==> src/shared/mpsc_pkg.sv <==
package mpsc_pkg;
  // ---------------------------------------------------------------------------
  // dram suspend refresh modes
  // ---------------------------------------------------------------------------
  typedef enum logic [1:0] {
    MPSC_REF_CBR  = 2'b00,
    MPSC_REF_SELF = 2'b01,
    MPSC_REF_OFF  = 2'b10
  } mpsc_dram_mode_t;

  // ---------------------------------------------------------------------------
  // rom suspend options
  // ---------------------------------------------------------------------------
  typedef enum logic [1:0] {
    MPSC_ROM_HIGH  = 2'b00,
    MPSC_ROM_FLOAT = 2'b01,
    MPSC_ROM_PD    = 2'b10
  } mpsc_rom_mode_t;

  // ---------------------------------------------------------------------------
  // pin state machine
  // ---------------------------------------------------------------------------
  typedef enum logic [1:0] {
    MPSC_ST_RESET   = 2'b00,
    MPSC_ST_NORMAL  = 2'b01,
    MPSC_ST_SUSPEND = 2'b10
  } mpsc_state_t;

  // ---------------------------------------------------------------------------
  // widths, field positions and reset values
  // ---------------------------------------------------------------------------
  localparam int          STRB_W        = 8;
  localparam int          ADDR_W        = 13;
  localparam int          DATA_W        = 16;
  localparam int          CFG_W         = 4;
  localparam int          ROM_W         = 4;
  localparam int          STRAP_W       = 5;
  localparam int          UPPER_LO      = 4;
  localparam int          ADDR_TOP      = 12;
  localparam int          ADDR_TEST     = 4;
  localparam int          ADDR_MID_HI   = 11;
  localparam int          CFG_SDBUF     = 3;
  localparam logic [3:0]  CFG_RST       = 4'h0;
  localparam logic [7:0]  STRB_INACTIVE = 8'hFF;
  localparam logic [12:0] ADDR_OE_ALL   = 13'h1FFF;
  localparam logic [12:0] ADDR_OE_RST   = 13'h1FE0;
  localparam logic [12:0] ADDR_PD_RST   = 13'h001F;
  localparam logic [15:0] DATA_PD_ALL   = 16'hFFFF;
endpackage

==> src/logic/mpsc_top.sv <==
// How it works
// - suspend with cbr refresh: strobes keep driven by the controller
// - suspend with self refresh: all owned strobes driven low
// - suspend with dram off: strobes and write enable float, pulldown on
// - upper strobe suspend handling only when those strobes own their pins
// - suspend with dram powered: write enable driven high
// - all 16 data pins get pulldowns whenever they are inputs
// - suspend: top address pin floats with pulldown, any refresh mode
// - suspend: address bits 4 to 11 float with pulldowns
// - reset: five low address pins are strap inputs with pulldowns
// - all straps low selects non-test, 8-bit boot rom, no buffer control
// - strap pulldowns off after reset and through normal operation
// - suspend: pulldown on each strap sampled low
// - suspend: strap on address bits 0 to 3 sampled high floats without pulldown
// - suspend: test strap on address bit 4 floats with pulldown
// - rom selects and strobes suspend high, floating, or pulled down
module mpsc_top (
  // clock and reset
  input  wire logic                        CORE_CLK_IN,
  input  wire logic                        RST_N_IN,
  // mode control
  input  wire logic                        SUSPEND_IN,
  input  wire logic [1:0]                  DRAM_SUSP_MODE_IN,
  input  wire logic [1:0]                  ROM_SUSP_MODE_IN,
  input  wire logic [3:0]                  UPPER_STRB_EN_IN,
  // core-side memory controller signals
  input  wire logic [7:0]                  STRB_CORE_IN,
  input  wire logic                        WE_CORE_IN,
  input  wire logic [12:0]                 ADDR_CORE_IN,
  input  wire logic [3:0]                  ROM_CORE_IN,
  input  wire logic                        DATA_DRIVE_IN,
  // strap pin inputs (low address pins)
  input  wire logic [4:0]                  STRAP_PIN_IN,
  // dram strobes: row_strobe 0..3, col_strobe_high 0..1, col_strobe_low 0..1
  output logic [7:0]                       STRB_OUT,
  output logic [7:0]                       STRB_OE_OUT,
  output logic [7:0]                       STRB_PD_OUT,
  output logic                             DRAM_WRITE_ENABLE_OUT,
  output logic                             DRAM_WRITE_ENABLE_OE_OUT,
  output logic                             DRAM_WRITE_ENABLE_PD_OUT,
  // address pins
  output logic [12:0]                      ADDR_OUT,
  output logic [12:0]                      ADDR_OE_OUT,
  output logic [12:0]                      ADDR_PD_OUT,
  // data bus pulldowns
  output logic [15:0]                      DATA_PD_OUT,
  // rom: boot_rom_select, rom_select_1, rom_read_strobe, rom_write_strobe
  output logic [3:0]                       ROM_OUT,
  output logic [3:0]                       ROM_OE_OUT,
  output logic [3:0]                       ROM_PD_OUT,
  // decoded configuration
  output logic [3:0]                       CFG_LATCHED_OUT,
  output logic                             TEST_MODE_OUT,
  output logic                             BOOT_ROM_WIDE_OUT,
  output logic                             SDBUF_CTRL_EN_OUT
);

  // ---------------------------------------------------------------------------
  // pad state
  // ---------------------------------------------------------------------------
  // one vector holds every pad control so all outputs leave the same flop
  typedef struct packed {
    mpsc_pkg::mpsc_state_t st;
    logic [3:0]            cfg;
    logic                  test;
    logic [7:0]            strb;
    logic [7:0]            strb_oe;
    logic [7:0]            strb_pd;
    logic                  we;
    logic                  we_oe;
    logic                  we_pd;
    logic [12:0]           addr;
    logic [12:0]           addr_oe;
    logic [12:0]           addr_pd;
    logic [15:0]           data_pd;
    logic [3:0]            rom;
    logic [3:0]            rom_oe;
    logic [3:0]            rom_pd;
  } mpsc_state_vec_t;

  mpsc_state_vec_t st_ff;
  mpsc_state_vec_t nxt_st;
  logic [7:0]      strb_owned;

  // ---------------------------------------------------------------------------
  // strobe ownership: low four always, upper four when muxed onto their pins
  // ---------------------------------------------------------------------------
  genvar g;
  generate
    for (g = 0; g < mpsc_pkg::STRB_W; g++) begin : g_own
      if (g < mpsc_pkg::UPPER_LO) begin : g_lo
        assign strb_owned[g] = 1'b1;
      end else begin : g_hi
        // without its enable a shared pin keeps no drive and no pulldown
        assign strb_owned[g] = UPPER_STRB_EN_IN[g - mpsc_pkg::UPPER_LO];
      end
    end
  endgenerate

  // ---------------------------------------------------------------------------
  // next pin state
  // ---------------------------------------------------------------------------
  always_comb begin
    nxt_st         = st_ff;
    // normal-operation defaults
    nxt_st.strb    = STRB_CORE_IN;
    nxt_st.strb_oe = strb_owned;
    nxt_st.strb_pd = 8'h00;
    nxt_st.we      = WE_CORE_IN;
    nxt_st.we_oe   = 1'b1;
    nxt_st.we_pd   = 1'b0;
    nxt_st.addr    = ADDR_CORE_IN;
    nxt_st.addr_oe = mpsc_pkg::ADDR_OE_ALL;
    nxt_st.addr_pd = 13'h0000;
    nxt_st.data_pd = DATA_DRIVE_IN ? 16'h0000 : mpsc_pkg::DATA_PD_ALL;
    nxt_st.rom     = ROM_CORE_IN;
    nxt_st.rom_oe  = 4'hF;
    nxt_st.rom_pd  = 4'h0;
    // reset: inactive levels, strap pins opened with pulldowns
    if (!RST_N_IN) begin
      nxt_st.st      = mpsc_pkg::MPSC_ST_RESET;
      nxt_st.cfg     = mpsc_pkg::CFG_RST;
      nxt_st.test    = 1'b0;
      nxt_st.strb    = mpsc_pkg::STRB_INACTIVE;
      nxt_st.we      = 1'b1;
      nxt_st.addr    = 13'h0000;
      nxt_st.addr_oe = mpsc_pkg::ADDR_OE_RST;
      nxt_st.addr_pd = mpsc_pkg::ADDR_PD_RST;
      nxt_st.data_pd = mpsc_pkg::DATA_PD_ALL;
      nxt_st.rom     = 4'hF;
    end else begin
      // capture straps on the first clock after release; pins still pulled
      if (st_ff.st == mpsc_pkg::MPSC_ST_RESET) begin
        nxt_st.cfg  = STRAP_PIN_IN[3:0];
        nxt_st.test = STRAP_PIN_IN[mpsc_pkg::ADDR_TEST];
      end
      nxt_st.st = SUSPEND_IN ? mpsc_pkg::MPSC_ST_SUSPEND : mpsc_pkg::MPSC_ST_NORMAL;
      if (SUSPEND_IN && st_ff.st != mpsc_pkg::MPSC_ST_RESET) begin
        // dram pins follow the programmed refresh mode
        case (mpsc_pkg::mpsc_dram_mode_t'(DRAM_SUSP_MODE_IN))
          mpsc_pkg::MPSC_REF_CBR: begin
            nxt_st.strb    = STRB_CORE_IN;
            nxt_st.strb_oe = strb_owned;
            nxt_st.we      = 1'b1;
          end
          mpsc_pkg::MPSC_REF_SELF: begin
            nxt_st.strb    = 8'h00;
            nxt_st.we      = 1'b1;
          end
          mpsc_pkg::MPSC_REF_OFF: begin
            nxt_st.strb    = 8'h00;
            nxt_st.strb_oe = 8'h00;
            nxt_st.strb_pd = strb_owned;
            nxt_st.we      = 1'b0;
            nxt_st.we_oe   = 1'b0;
            nxt_st.we_pd   = 1'b1;
          end
          default: begin
            // spare code: dram stays powered, strobes left to the controller
            nxt_st.we = 1'b1;
          end
        endcase
        // address pins all float in suspend
        nxt_st.addr    = 13'h0000;
        nxt_st.addr_oe = 13'h0000;
        nxt_st.addr_pd[mpsc_pkg::ADDR_TOP] = 1'b1;
        nxt_st.addr_pd[mpsc_pkg::ADDR_MID_HI:mpsc_pkg::ADDR_TEST] = 8'hFF;
        // pulldown returns only on straps the board left at their default
        nxt_st.addr_pd[3:0] = ~st_ff.cfg;
        // data bus is an input while suspended
        nxt_st.data_pd = mpsc_pkg::DATA_PD_ALL;
        // rom pins follow their own power-down option
        case (mpsc_pkg::mpsc_rom_mode_t'(ROM_SUSP_MODE_IN))
          mpsc_pkg::MPSC_ROM_FLOAT: begin
            nxt_st.rom    = 4'h0;
            nxt_st.rom_oe = 4'h0;
          end
          mpsc_pkg::MPSC_ROM_PD: begin
            nxt_st.rom    = 4'h0;
            nxt_st.rom_oe = 4'h0;
            nxt_st.rom_pd = 4'hF;
          end
          default: begin
            nxt_st.rom = 4'hF;
          end
        endcase
      end
    end
  end

  // ---------------------------------------------------------------------------
  // state register
  // ---------------------------------------------------------------------------
  always_ff @(posedge CORE_CLK_IN) begin
    st_ff <= nxt_st;
  end

  // ---------------------------------------------------------------------------
  // outputs, all straight from the state register
  // ---------------------------------------------------------------------------
  // enables and pulldowns are active high; no output passes through logic
  assign STRB_OUT                 = st_ff.strb;
  assign STRB_OE_OUT              = st_ff.strb_oe;
  assign STRB_PD_OUT              = st_ff.strb_pd;
  assign DRAM_WRITE_ENABLE_OUT    = st_ff.we;
  assign DRAM_WRITE_ENABLE_OE_OUT = st_ff.we_oe;
  assign DRAM_WRITE_ENABLE_PD_OUT = st_ff.we_pd;
  assign ADDR_OUT                 = st_ff.addr;
  assign ADDR_OE_OUT              = st_ff.addr_oe;
  assign ADDR_PD_OUT              = st_ff.addr_pd;
  assign DATA_PD_OUT              = st_ff.data_pd;
  assign ROM_OUT                  = st_ff.rom;
  assign ROM_OE_OUT               = st_ff.rom_oe;
  assign ROM_PD_OUT               = st_ff.rom_pd;
  assign CFG_LATCHED_OUT          = st_ff.cfg;
  // all-low straps give the default configuration
  assign TEST_MODE_OUT            = st_ff.test;
  assign BOOT_ROM_WIDE_OUT        = st_ff.cfg[0];
  assign SDBUF_CTRL_EN_OUT        = st_ff.cfg[mpsc_pkg::CFG_SDBUF];

endmodule

==> config.mk <==
export PLATFORM = sky130hd
export DESIGN_NAME = mpsc_top
export DESIGN_NICKNAME = d
export VERILOG_FILES = /design/src/shared/mpsc_pkg.sv /design/src/logic/mpsc_top.sv
export SDC_FILE = /design/constraint.sdc
export NUM_CORES = 1
export LEC_CHECK = 0
export BUFFER_PORTS_ARGS = -buffer_cell sky130_fd_sc_hd__buf_2
export CORE_MARGIN = 10
export CORE_UTILIZATION = 40
export CTS_BUF_LIST = sky130_fd_sc_hd__clkbuf_8 sky130_fd_sc_hd__clkbuf_16
export DETAILED_ROUTE_END_ITERATION = 8
export PLACE_DENSITY = 0.76
export SLEW_MARGIN = 20
export SYNTH_ARGS = -nofsm -noshare
export SYNTH_HDL_FRONTEND = slang
export SYNTH_SLANG_ARGS = --single-unit
==> constraint.sdc <==
create_clock -name CORE_CLK_IN -period 1.5 [get_ports CORE_CLK_IN]
set_input_delay 0.15 -clock CORE_CLK_IN [delete_from_list [all_inputs] [get_ports CORE_CLK_IN]]
set_output_delay 0.15 -clock CORE_CLK_IN [all_outputs]
set_load 0.02 [all_outputs]
-- Word-level counts from Yosys, hierarchy flattened
Cells that the tools add are included.
- word-level logic and storage cells: 43
- register bits after elaboration: 101
- output and inout bits: 101
- input bits: 43
- equal/unequal tests: 4
- bitwise logic cells: 2
- multiplexer cells: 11
- reductions and logical operators: 8
- operators by type and width (kind ; number):
    $mux 94 ; 1
    $mux 16 ; 2
    $mux 8 ; 3
    $mux 4 ; 2
    $reduce_or 2->1 ; 3
    $eq 2x1->1 const B ; 2
    $eq 2x2->1 const B ; 2
    $mux 2 ; 2
    $not 4->4 ; 1
    $reduce_and 3->1 ; 1
    $logic_not 2->1 ; 1
    $reduce_and 2->1 ; 1
    $reduce_bool 2->1 ; 1
    $logic_and 1x1->1 ; 1
    $mux 1 ; 1
    $not 1->1 ; 1

-- Depth between registers and ports, before layout
- depth after elaboration: 5
- depth in mapped cells: 7
- mapped depth without buffers: 6

-- Worst setup path after synthesis
Ideal clock, no wire load.
- path type: register to register
- from: reg st_ff[100] in the netlist's numbering
- to: reg st_ff, in the netlist STRB_PD_OUT[5]
- buffers on the path: 1
- data arrival time: 0.949 ns
- clock period less this slack: 1.065 ns
- setup slack: 0.435 ns
- stages on the path, launching flop included: 5
- path through: dfxtp_1 > or2_1 > buf_6 > and2_4 > and3_1
- longest elaborated chain between the ends: 3
- RTL lines (element ; RTL line ; RTL):
    start, declared ; mpsc_top.sv:81 ; mpsc_state_vec_t st_ff;
    start signal, assigned ; mpsc_top.sv:195 ; st_ff <= nxt_st;
    $reduce_bool 2->1 ; mpsc_top.sv:138 ; if (SUSPEND_IN && st_ff.st != mpsc_pkg::MPSC_ST_RESET) begin
    $logic_and 1x1->1 ; mpsc_top.sv:138 ;
    $reduce_and 3->1 (no source line) ; - ;
No other way between the ends.
A chain may end at the register's enable or synchronous reset.

==> metrics list <==
- Based on the critical path, the design can be clocked at up to 837.1 MHz.
- Number of sinks driven by the clock tree: 54
- In this design, the stage delay of the slowest critical-path cell is 0.52 ns.
- Dividing total power by cell area gives a power density of 1186 mW/mm2.
- Worst-case clock buffer depth: 2
* Startpoint class of the critical path: register
- The synthesized design contains 54 register bits.
- Max stage delay cell, worst path: dfxtp_1
- At the pin with the least slew margin, the transition time is 0.4433 ns.
* Mean number of vias per cell: 4.168
- Type of the setup path with the least slack: register to primary output
- Global-route usage over all layers: 0.1041
- First-pass GRT wire length: 7534 um
- Endpoint of the lowest-slack register-to-register path: STRB_PD_OUT[5]
- Library cell used as clock root buffer: clkbuf_8
- Along the worst path, the maximum fanout reaches 16.
- Summed over all layers, the routed wires come to 5146 um.
- After detailed routing, the met3 layer carries 838 um of wire.
- The floorplan has 27 rows.
- The path with the worst hold slack has its endpoint at DATA_PD_OUT[14].
- For this design the static power due to leakage is 1.340 nW.
- The run finished with clean final reports.
- The number of clock buffers added by TritonCTS is 5.
- Subtracting the final worst setup slack from the clock period gives 1.195 ns.
- After detailed routing, the average wire length per cell comes to 14.18 um.
- Synthesized area per cell: 9.579 um2
- The number of different library cells used by synthesis comes to 21.
- The worst-case IR drop observed on VDD is 0.5133 mV.
- Final Hold Vio Count: 0
- Largest area contributor in the synthesized netlist: dfxtp_1
* DPL Wire Length: 4269 um
- Buffers added to address setup during post-CTS repair amount to 0.
- Worst-skew pair later-pin latency: 0.30 ns
* Primary flip-flop cell chosen by synthesis mapping: dfxtp_1
- Total power for the finished layout comes to 2.939 mW.
- The die is 95.97 um tall.
- Largest net degree at the start of global routing: 23
- STA puts the critical path data required time at 1.35 ns.
- The number of nets handed over by synthesis was 286.
- Detailed Routing Iterations Pass 1: 4
- The count of nets left with antenna violations once routing finished came out at 0.
- Floorplan core area: 0.005540 mm2
* Reg2reg setup slack: 0.39 ns
- Of the available clock period, the critical path in the final layout requires 0.7964.
- At the worst endpoint, the arrival time is 1.04 ns.
- The number of antenna violations at the first check in global routing was 0.
- Critical path, cell by cell: buf_2
- Post-synthesis to final-layout area growth: 7.371%
- Top Family by Delay on Critical Path: flip-flops
- Setup-violating endpoint count in the final report: 0
* Number of H-tree branching levels: 2
- The cell count after synthesis came out at 241.
- Aggregate global routing overflow: 0
- Worst Hold Depth: 2
* Sequential cell area fraction in the yosys report: 0.4683
* Hold WC Path Type: input pin to register
- The repair_antennas step left the layout with diodes totalling 0.
- Placer's final routability congestion estimate: 0.7265
- Dominant cells by area after synthesis: dfxtp_1 (47%), buf_4 (31%), and3_1 (4.1%)
- Across the routed clock network, the largest skew measured is 0.007728 ns.
- Final-stage net count: 335
- In this run the critical register-to-register path is launched from st_ff[100].
- Clock slew at the register clock pins of the worst setup and hold paths: 0.09 ns
- In this run the count of I/O pins placed on the die edge is 144.
- Final-report max-slew violation count: 0
- TritonCTS built the clock tree.
* Headroom to the max-slew limit: 0.7013
- Via count of the first global-routing pass: 1,512
- For this configuration, the core starts out at a cell density of 0.4167.
- Number of enable flip-flop cells after synthesis: 0
* Detailed-routed wire length on met2: 2547 um
- The number of buffers and inverters on the critical path is 1.
- Setup repair after global routing left no endpoint under its margin.
- Die footprint: 0.009210 mm2
* Depth of the worst register-to-register path: 3
- The detailed router put a total of 1717 um of wire on met1.
- After clock tree synthesis, the flow added hold-fix buffers numbering 0.
* Max-cap check violation count: 0
* Post-cts gate resize count: 0
- The floorplan step set the die width to 95.97 um.
- Across all layers, the routed design uses 1,513 vias.
- Fraction of layout instances using a drive strength above 1: 0.5395
- Setup total negative slack on the finished layout was measured at 0 ns.
- Synthesis Warnings: 0
- Category of the worst setup path capture point: primary output
* Async set or reset register ratio after synthesis: 0
- Top layer used by detailed routing: met4
- The cell area that synthesis handed to floorplanning was 0.002308 mm2.
* Fraction of synthesized cell area taken by the top area cell type: 0.4683
- The count of buffers added on input and output ports is 143.
- Number of filler instances in the final layout: 565
- The worst hold path begins at DATA_DRIVE_IN.
- The first routing iteration left 27 violations.
- For this run, design rule violations remaining after detail routing come to 0.
cell families (layout without fill, tap and decap cells):
kind of cell | Yosys count | count (layout) | share of synthesized area
adder cells (fa/ha/maj) | 2 | 2 | 0.01084
AO/OA/AOI/OAI | 24 | 24 | 0.06396
flip-flops | 54 | 54 | 0.4683
buffers and inverters | 111 | 161 | 0.3453
AND/OR/NAND/NOR | 50 | 50 | 0.1117
stage by stage:
stage | setup WS, ns | instances | instance area, um2 | util | hold slack, ns
2_1_floorplan | 0.4353 | 241 | 2308 | - | 0.2119
3_3_place_gp | 0.3414 | 355 | 2369 | 0.4275 | 0.3145
3_5_place_dp | 0.3353 | 355 | 2369 | 0.4275 | 0.3256
4_1_cts | 0.2715 | 363 | 2479 | 0.4474 | 0.001667
5_1_grt | 0.1553 | 363 | 2479 | 0.4474 | 0.01540
6_report | 0.3054 | 363 | 2479 | 0.4474 | 0.01175
state kept, by name (all words and copies together), names as in the netlist, 2 cells and up:
signal	flops
st_ff	2
ROM_OUT	4
ADDR_PD_OUT	6
CFG_LATCHED_OUT	4
ADDR_OE_OUT	2
STRB_OUT	8
STRB_PD_OUT	5
ADDR_OUT	13
STRB_OE_OUT	5
layer usage:
metal | track usage | vias to the layer above
met5 | 0 | -
met4 | 0.02948 | 0
met3 | 0.05681 | 5
met2 | 0.1840 | 88
met1 | 0.1034 | 665
li1 | - | 755
cell type report:
cell class | count | area, um2 | area share
Timing Repair Buffer | 146 | 738.2 | 0.2978
Clock buffer | 8 | 110.1 | 0.04442
Multi-Input combinational cell | 76 | 430.4 | 0.1736
Sequential cell | 54 | 1081 | 0.4361
Inverter | 7 | 28.78 | 0.01161
Tap cell | 72 | 90.09 | 0.03635
power by group:
part           internal, mW  leakage (nW)  switching [mW]
logic                 0.177         0.834           0.317
registers              1.51         0.448          0.0334
clock network         0.466        0.0575           0.431
worst max path at each step:
| stage | start | endpoint | slack (ns) | cells after the start |
|---|---|---|---|---|
| final | DATA_PD_OUT[14] | DATA_PD_OUT[9] | 0.31 | 1 |
| after global routing | DATA_PD_OUT[14] | DATA_PD_OUT[14] | 0.16 | 1 |
| after CTS | DATA_PD_OUT[14] | DATA_PD_OUT[9] | 0.27 | 1 |
| after detailed placement | RST_N_IN | STRB_OE_OUT[4] | 0.34 | 4 |
| after global placement | RST_N_IN | STRB_OE_OUT[7] | 0.34 | 4 |
| after floorplan | st_ff[100] | STRB_PD_OUT[5] | 0.44 | 4 |
layout by cell type, fill, tap and decap left out, drive strengths merged:
cell	Yosys	routed
a21boi	5	5
nor2	1	1
buf	99	146
and3	15	15
nand2	22	22
inv	7	7
clkbuf	5	8
nor2b	1	1
dfxtp	54	54
a31oi	1	1
a21o	4	4
or2	2	2
ha	2	2
and2	9	9
o21ai	14	14
synthesized netlist by cell type, types with 2 or more instances:
cell type,instances
a21boi_0,5
a21o_1,4
and2_1,8
and3_1,15
buf_4,96
buf_6,2
clkbuf_1,4
dfxtp_1,54
ha_1,2
inv_1,6
nand2_1,22
o21ai_0,13
or2_1,2
(Power assumes the default switching activity.)
